File: config.mk
export PLATFORM = sky130hd
export DESIGN_NAME = ihp_packer
export DESIGN_NICKNAME = d
export VERILOG_FILES = /design/src/verilog/ihp_pkg.sv /design/src/verilog/ihp_packer.sv
export SDC_FILE = /design/constraint.sdc
export NUM_CORES = 1
export LEC_CHECK = 0
export BUFFER_PORTS_ARGS = -buffer_cell sky130_fd_sc_hd__buf_2
export CAP_MARGIN = 20
export CORE_UTILIZATION = 58
export DETAILED_ROUTE_END_ITERATION = 8
export PLACE_DENSITY = 0.81
export SLEW_MARGIN = 20
export SYNTH_ARGS = -nofsm -noshare
export SYNTH_HDL_FRONTEND = slang
export SYNTH_SLANG_ARGS = --single-unit
File: constraint.sdc
create_clock -name core_clk_in -period 9.5 [get_ports core_clk_in]
set_input_delay 0 -clock core_clk_in [delete_from_list [all_inputs] [get_ports core_clk_in]]
set_output_delay 0 -clock core_clk_in [all_outputs]
set_load 0.05 [all_outputs]
File: src/verilog/ihp_pkg.sv
// Purpose: Shared types and constants for the IP header octet packer
// Assumes: Header fields arrive in parallel from same-clock logic
// Notes: Field table drives the packer's walk, so widths live only here
package ihp_pkg;

    ////////////////////////////////////////////////////////////////////////
    // Header layout, first field first
    localparam int unsigned NUM_FIELDS = 12;
    localparam int unsigned HDR_BITS = 160;
    localparam int unsigned NUM_OCTETS = 20;
    localparam int unsigned OCTET_BITS = 8;
    localparam int unsigned FLD_W [NUM_FIELDS] = '{4, 4, 8, 16, 16, 3, 13, 8, 8, 16, 32, 32};

    // Reset, start and end values of the walk, and the FIFO depth
    localparam logic [2:0] OBIT_FIRST = 3'h7;
    localparam logic [4:0] OIDX_FIRST = 5'h00;
    localparam logic [4:0] OIDX_LAST = 5'h13;
    localparam logic [3:0] FLD_FIRST = 4'h0;
    localparam logic [4:0] FBIT_FIRST = 5'h00;
    localparam int unsigned FIFO_DEPTH = 4;

    // Header field values, declared in header order so that packing
    // the struct gives the same bit stream the walk produces
    typedef struct packed {
        logic [3:0] version;
        logic [3:0] hdr_len;
        logic [7:0] tos;
        logic [15:0] total_len;
        logic [15:0] ident;
        logic [2:0] flags;
        logic [12:0] frag_off;
        logic [7:0] ttl;
        logic [7:0] protocol;
        logic [15:0] checksum;
        logic [31:0] src_addr;
        logic [31:0] dst_addr;
    } ihp_hdr_s;

    // One finished octet on its way to the link layer
    typedef struct packed {
        logic [7:0] data;
        logic [4:0] index;
        logic last;
    } ihp_octet_s;

    typedef enum logic [1:0] {
        ST_IDLE = 2'h0,
        ST_PACK = 2'h1,
        ST_PUSH = 2'h3
    } ihp_state_e;

    // Header bit number of the first bit of a field
    function automatic logic [7:0] field_start(input logic [3:0] idx);
        int unsigned acc;
        acc = 0;
        for (int unsigned i = 0; i < NUM_FIELDS; i++) begin
            if (i < idx) begin
                acc = acc + FLD_W[i];
            end
        end
        return acc[7:0];
    endfunction

endpackage

File: src/verilog/ihp_packer.sv
// Purpose: Walk IP header fields bit by bit into octets, buffer, emit
// Assumes: One clock, synchronous active-high reset, same-clock source
// Notes: One bit placed per clock; about 180 cycles per header
`timescale 1ns/100ps

////////////////////////////////////////////////////////////////////////////
// Small FIFO between the packer and the output stage
module ihp_fifo #(
    parameter int unsigned WIDTH = 14,
    parameter int unsigned DEPTH = 4
) (
    input wire logic core_clk_in,
    input wire logic sys_rst_in,
    input wire logic in_valid_in,
    output logic in_ready_out,
    input wire logic [WIDTH-1:0] in_data_in,
    output logic out_valid_out,
    input wire logic out_ready_in,
    output logic [WIDTH-1:0] out_data_out
);
    localparam int unsigned AW = $clog2(DEPTH);

    typedef struct packed {
        logic [DEPTH-1:0][WIDTH-1:0] mem;
        logic [AW:0] wr;
        logic [AW:0] rd;
    } ihp_fifo_s;

    ihp_fifo_s s_q;
    ihp_fifo_s s_d;
    logic full;
    logic empty;

    // Extra pointer bit tells full from empty
    assign full = (s_q.wr[AW] != s_q.rd[AW]) && (s_q.wr[AW-1:0] == s_q.rd[AW-1:0]);
    assign empty = (s_q.wr == s_q.rd);
    assign in_ready_out = !full;
    assign out_valid_out = !empty;
    assign out_data_out = s_q.mem[s_q.rd[AW-1:0]];

    // Pointer and storage update
    always_comb begin
        s_d = s_q;
        if (in_valid_in && !full) begin
            s_d.mem[s_q.wr[AW-1:0]] = in_data_in;
            s_d.wr = s_q.wr + 1'b1;
        end
        if (out_ready_in && !empty) begin
            s_d.rd = s_q.rd + 1'b1;
        end
    end

    always_ff @(posedge core_clk_in) begin
        if (sys_rst_in) begin
            s_q <= '0;
        end else begin
            s_q <= s_d;
        end
    end
endmodule

////////////////////////////////////////////////////////////////////////////
module ihp_packer #(
    parameter int unsigned FIFO_DEPTH = ihp_pkg::FIFO_DEPTH
) (
    input wire logic core_clk_in,
    input wire logic sys_rst_in,
    input wire logic hdr_valid_in,
    input wire ihp_pkg::ihp_hdr_s hdr_in,
    output logic hdr_ready_out,
    output logic oct_valid_out,
    output logic [7:0] oct_data_out,
    output logic [4:0] oct_index_out,
    output logic oct_last_out,
    input wire logic oct_ready_in
);
    typedef struct packed {
        ihp_pkg::ihp_state_e st;
        logic rdy;
        logic [ihp_pkg::HDR_BITS-1:0] hdr;
        logic [3:0] fld;
        logic [4:0] fbit;
        logic [2:0] obit;
        logic [7:0] acc;
        logic [4:0] oidx;
        logic ov;
        ihp_pkg::ihp_octet_s od;
    } ihp_packer_s;

    ihp_packer_s s_q;
    ihp_packer_s s_d;
    ihp_pkg::ihp_octet_s push_oct;
    ihp_pkg::ihp_octet_s fifo_oct;
    logic fifo_in_ready;
    logic fifo_out_valid;
    logic fifo_out_ready;
    logic push;
    logic cur_bit;
    logic fld_done;
    logic [7:0] hdr_pos;

    ////////////////////////////////////////////////////////////////////////
    // Bit selection for the field and position being walked
    // layout from field table
    assign hdr_pos = 8'(ihp_pkg::HDR_BITS - 1) - (ihp_pkg::field_start(s_q.fld) + {3'h0, s_q.fbit});
    assign cur_bit = s_q.hdr[hdr_pos];
    assign fld_done = ({27'h0, s_q.fbit} == ihp_pkg::FLD_W[s_q.fld] - 1);
    assign push = (s_q.st == ihp_pkg::ST_PUSH);
    assign push_oct = '{data: s_q.acc, index: s_q.oidx, last: (s_q.oidx == ihp_pkg::OIDX_LAST)};
    // Output stage refills whenever it is empty or being drained
    assign fifo_out_ready = !s_q.ov || oct_ready_in;

    ihp_fifo #(
        .WIDTH($bits(ihp_pkg::ihp_octet_s)),
        .DEPTH(FIFO_DEPTH)
    ) u_fifo (
        .core_clk_in(core_clk_in),
        .sys_rst_in(sys_rst_in),
        .in_valid_in(push),
        .in_ready_out(fifo_in_ready),
        .in_data_in(push_oct),
        .out_valid_out(fifo_out_valid),
        .out_ready_in(fifo_out_ready),
        .out_data_out(fifo_oct)
    );

    ////////////////////////////////////////////////////////////////////////
    // Walk and output stage next state
    always_comb begin
        s_d = s_q;
        unique case (s_q.st)
            ihp_pkg::ST_IDLE: begin
                if (hdr_valid_in && s_q.rdy) begin
                    s_d.hdr = hdr_in;
                    s_d.rdy = 1'b0;
                    s_d.st = ihp_pkg::ST_PACK;
                    s_d.fld = ihp_pkg::FLD_FIRST;
                    s_d.fbit = ihp_pkg::FBIT_FIRST;
                    s_d.oidx = ihp_pkg::OIDX_FIRST;
                    s_d.obit = ihp_pkg::OBIT_FIRST;
                    s_d.acc = 8'h00;
                end
            end
            ihp_pkg::ST_PACK: begin
                s_d.acc[s_q.obit] = cur_bit;
                if (fld_done) begin
                    s_d.fld = s_q.fld + 4'h1;
                    s_d.fbit = ihp_pkg::FBIT_FIRST;
                end else begin
                    s_d.fbit = s_q.fbit + 5'h01;
                end
                if (s_q.obit == 3'h0) begin
                    s_d.st = ihp_pkg::ST_PUSH;
                end else begin
                    s_d.obit = s_q.obit - 3'h1;
                end
            end
            ihp_pkg::ST_PUSH: begin
                // Stalls here while the FIFO is full
                if (fifo_in_ready) begin
                    s_d.oidx = s_q.oidx + 5'h01;
                    s_d.obit = ihp_pkg::OBIT_FIRST;
                    s_d.acc = 8'h00;
                    if (push_oct.last) begin
                        s_d.st = ihp_pkg::ST_IDLE;
                        s_d.rdy = 1'b1;
                    end else begin
                        s_d.st = ihp_pkg::ST_PACK;
                    end
                end
            end
            default: begin
                s_d.st = ihp_pkg::ST_IDLE;
                s_d.rdy = 1'b1;
            end
        endcase
        if (fifo_out_ready) begin
            s_d.ov = fifo_out_valid;
            if (fifo_out_valid) begin
                s_d.od = fifo_oct;
            end
        end
    end

    always_ff @(posedge core_clk_in) begin
        if (sys_rst_in) begin
            s_q <= '0;
            s_q.rdy <= 1'b1;
            s_q.obit <= ihp_pkg::OBIT_FIRST;
        end else begin
            s_q <= s_d;
        end
    end

    assign hdr_ready_out = s_q.rdy;
    assign oct_valid_out = s_q.ov;
    assign oct_data_out = s_q.od.data;
    assign oct_index_out = s_q.od.index;
    assign oct_last_out = s_q.od.last;

    ////////////////////////////////////////////////////////////////////////
    // Checks
    logic [4:0] last_idx_q;
    logic seen_q;
    logic walk_bit;

    // Header bit that belongs at this octet and weight, found from the octet
    // position alone so that a wrong field table cannot hide behind itself
    assign walk_bit = s_q.hdr[8'(ihp_pkg::HDR_BITS - 8) - {s_q.oidx, 3'h0} + {5'h00, s_q.obit}];

    // Remembers the index of the last accepted octet
    always_ff @(posedge core_clk_in) begin
        if (sys_rst_in) begin
            last_idx_q <= 5'h00;
            seen_q <= 1'b0;
        end else if (oct_valid_out && oct_ready_in) begin
            last_idx_q <= oct_index_out;
            seen_q <= !oct_last_out;
        end
    end
endmodule

==> summary.md <==
| Metric | Value |
|---|---|
| H-tree levels | `1` |
| First-pass iteration count of the detailed router | `8` |
| Initial antenna violation count | `1` |
| RSZ-0062 raised after global routing | `false` |
| Hold_buf cts | `184` |
| Slowest cell on the critical path | `dfxtp_1` |
| First-pass GRT wire length | `62.6 mm` |
| WS Path Type | `reg -> reg` |
| Setup_tns | `0 ps` |
| CTS tree | `yes` |
| Final Hold Fails | `0` |
| Slew Limit Headroom | `26.0%` |
| Synth Area in Compound Gates | `14.5%` |
| Total power | `2650 µW` |
| Final Critical Period | `between 7000 and 8000 ps` |
| Avg Inst Size Synth | `between 8 and 9 µm²` |
| Synthesized Nets | `between 1500 and 2000` |
| Layout cell share with drive strength beyond 1 | `about 18%` |
| Core area | `0.0218 mm²` |
| WP data arrival | `8010 ps` |
| Initial Util | `59.1%` |
| Fill cell count | `1441` |
| Reg power frac | `roughly 45%` |
| Io pins | `180` |
| Worst Max-Slew Pin Slew | `approximately 1100 ps` |
| Number of synthesized flops with an enable pin | `0` |
| Most used flip-flop cell after synthesis | `dfxtp_1` |
| Core Rows | `54` |
| Main combinational cell family by area after synthesis | `simple AND/OR/NAND/NOR gates` |
| Cell-internal power | `1960 µW` |
| Worst VDD drop | `between 0.0001 and 0.00015 V` |
| Largest fanout on the critical path | `14` |
| Simple-gate portion of the synthesized area | `20.6%` |
| HP Class | `in -> reg` |
| DRC Markers | `1` |
| Final hold slack | `228 ps` |
| Initial DRC count | `1068` |
| Period utilisation layout | `79.5%` |
| Status | `finished, violations left` |
| Critical R2R Launch | `s_q[37]` |
| Combinational share of power | `13.6%` |
| Leading area contributor after synthesis | `dfxtp_1` |
| Clock sinks | `265` |
| Post-CTS setup buffers | `0` |
| Crit. End Element | `flop` |
| Nets | `2018` |
| Setup violators final | `0` |
| Gr ovfl total | `0` |
| Post-DP HPWL | `20.9 mm` |
| Startpoint Class | `flop` |
| RR Endpoint | `push_oct[11]` |
| Most used cell, CP | `ha_1` |
| Worst R2R Setup Slack | `between 1500 and 2000 ps` |
| FFs w/ async S/R, synth | `0%` |
| Sw Share | `26.2%` |
| P&R area growth vs syn | `28.1%` |
| Synthesis-stage register bit count | `265` |
| Post-route ant nets | `0` |
| Mapped Cells | `1534` |
| Die X | `~150 µm` |
| Gates resized, CTS repair | `0` |
| Power density of the placed cells | `161 mW/mm²` |
| CP Data Required Time | `9960 ps` |
| Hold depth | `4` |
| GRT Overall Usage | `approximately a third` |
| Cell variety after synth | `72` |
| Chip height | `151 µm` |
| Post-synthesis adder-cell area fraction | `3.66%` |
| Critical path startpoint | `s_q[37]` |
| Max frequency | `0.132 GHz` |
| Drt total wl | `39.7 mm` |
| Skew final | `around 30 ps` |
| Register area share after synthesis | `41.3%` |
| Clock Power Share | `41.6%` |
| Die Footprint | `around 0.023 mm²` |
| XOR/XNOR Fraction of Synth Area | `under 10%` |
| Final Max Tran Viols | `0` |
| WHS Endpoint | `s_q[105]` |
| Via count | `12471` |
| Post-Syn Area | `0.0129 mm²` |
| Via density | `~5.9` |
| Synth top area cells | `dfxtp_1 41%, nand2_1 14%, mux4_2 10%` |
| HP Start | `hdr_in[65]` |
| CTS clk-pin slew, worst paths | `about 60 ps` |
| Slowest stage delay, CP | `470 ps` |
| Later-pin clock latency in the skew report | `560 ps` |
| Cts bufs inserted | `28` |
| Largest net degree at the start of global routing | `121` |
| Post-synthesis mux area share | `12.7%` |
| Mean routed wirelength per cell | `between 15 and 20 µm` |
| Maxcap violations | `0` |
| R2R depth | `32` |
| Clk buf depth | `3` |
| Port Buf Inserts | `around 180` |
| Net Sw Power | `approximately 690 µW` |
| Vias in the first global route | `around 13000` |
| Yosys top cell area share | `41.3%` |
| Yosys Warn Count | `0` |
| Failing checks | `design-rule violations` |
| Leak Pwr | `approximately 0.0064 µW` |
| Root Buffer | `clkbuf_16` |
| RD Place Congestion | `0.912` |
==> state kept, by name (all words and copies together) (netlist names) <==
name,cells
s_q,174
u_fifo.s_q,62
push_oct,13
oct_data_out,8
oct_index_out,5
hdr_ready_out,1
oct_last_out,1
oct_valid_out,1
==> worst max path at each step <==
stage,endpoint,slack [ps],cells after the start
after floorplan,push_oct[10],2440,36
after CTS,push_oct[11],2010,32
final,push_oct[11],1950,32
after global placement,push_oct[11],2310,32
after global routing,push_oct[11],1490,33
after detailed placement,push_oct[6],2050,32
==> final cells by class <==
class	instances	area [µm²]	share of cell area, %
Tap cell	280	350	2.13
Clock inverter	11	143	0.866
Timing Repair Buffer	377	2850	17.3
Sequential cell	265	5310	32.2
Inverter	25	93.8	0.570
Clock buffer	40	786	4.77
Antenna cell	1	2.50	0.0152
Multi-Input combinational cell	1120	6940	42.1
==> synthesized netlist by cell type, types with 4 or more instances <==
library cell and instances:
nor3b_1 10, ha_1 36, or3_1 7, mux2i_1 29, nand2_1 475, dfxtp_1 265, nand4_1 5, buf_2 5
o31ai_2 6, clkbuf_1 94, xnor2_1 18, a21o_1 4, a211oi_1 10, inv_1 24, mux4_2 58, a31oi_1 7
nand3b_1 5, nor3_1 12, buf_1 8, buf_4 13, xor2_1 12, nor2b_1 11, o21ai_0 18, and3_1 4
nand3_1 21, a21oi_1 255, nor2_1 53, nand2b_1 12
==> worst max-delay path: cells and delay by family (launching register included) <==
family	cells	cell delay, ps
and+or+nand+nor	12	2210
DFF	1	470
xor gates and xnor gates	6	1160
muxes	1	160
buffers and inverters	1	200
AOI/OAI and AO/OA	5	1230
adders and majority gates	7	2020
==> metal layers <==
metal | wire [µm] | up-vias | track usage [%]
met1 | 15300 | 5938 | 42.3
li1 | - | 5767 | -
met2 | 19700 | 606 | 59.3
met5 | 0 | - | 0
met3 | 2840 | 160 | 6.14
met4 | 1840 | 0 | 18.0
==> power by group through the flow <==
stage          combinational [µW]  clock [µW]  sequential (µW)
3_5_place_dp                  280           0             1210
3_3_place_gp                  276           0             1210
4_1_cts                       341        1110             1180
5_1_grt                       388        1160             1190
2_1_floorplan                 194           0             1200
6_report                      361        1100             1190
==> stage by stage <==
step	util, %	area, µm²	std cells	worst slack [ps]
detailed placement	62.9	13700	1883	2050
floorplan	-	12900	1534	2440
CTS	75.7	16500	2118	2010
global route	75.7	16500	2119	1490
finish	75.7	16500	2119	1950
global placement	62.9	13700	1883	2310
==> cell usage in the layout (no fill, tap or decap), types with 11 or more instances in the layout <==
cell type	synthesis	routed
a21oi_1	255	255
buf_2	5	178
buf_4	13	13
clkbuf_16	0	28
dfxtp_1	265	265
dlygate4sd3_1	0	184
ha_1	36	34
inv_1	24	24
mux2i_1	29	29
mux4_2	58	58
nand2_1	475	475
nand2b_1	12	12
nand3_1	21	20
nor2_1	53	53
nor3_1	12	11
o21ai_0	18	18
xnor2_1	18	18
xor2_1	12	12
==> logic make-up after synthesis <==
logic type	Yosys count
and+or+nand+nor	632
AOI/OAI and AO/OA	329
DFF	265
buffers and inverters	149
muxes	90
adders and majority gates	37
xor gates and xnor gates	32
No activity file was read; power rests on OpenSTA's default activity.
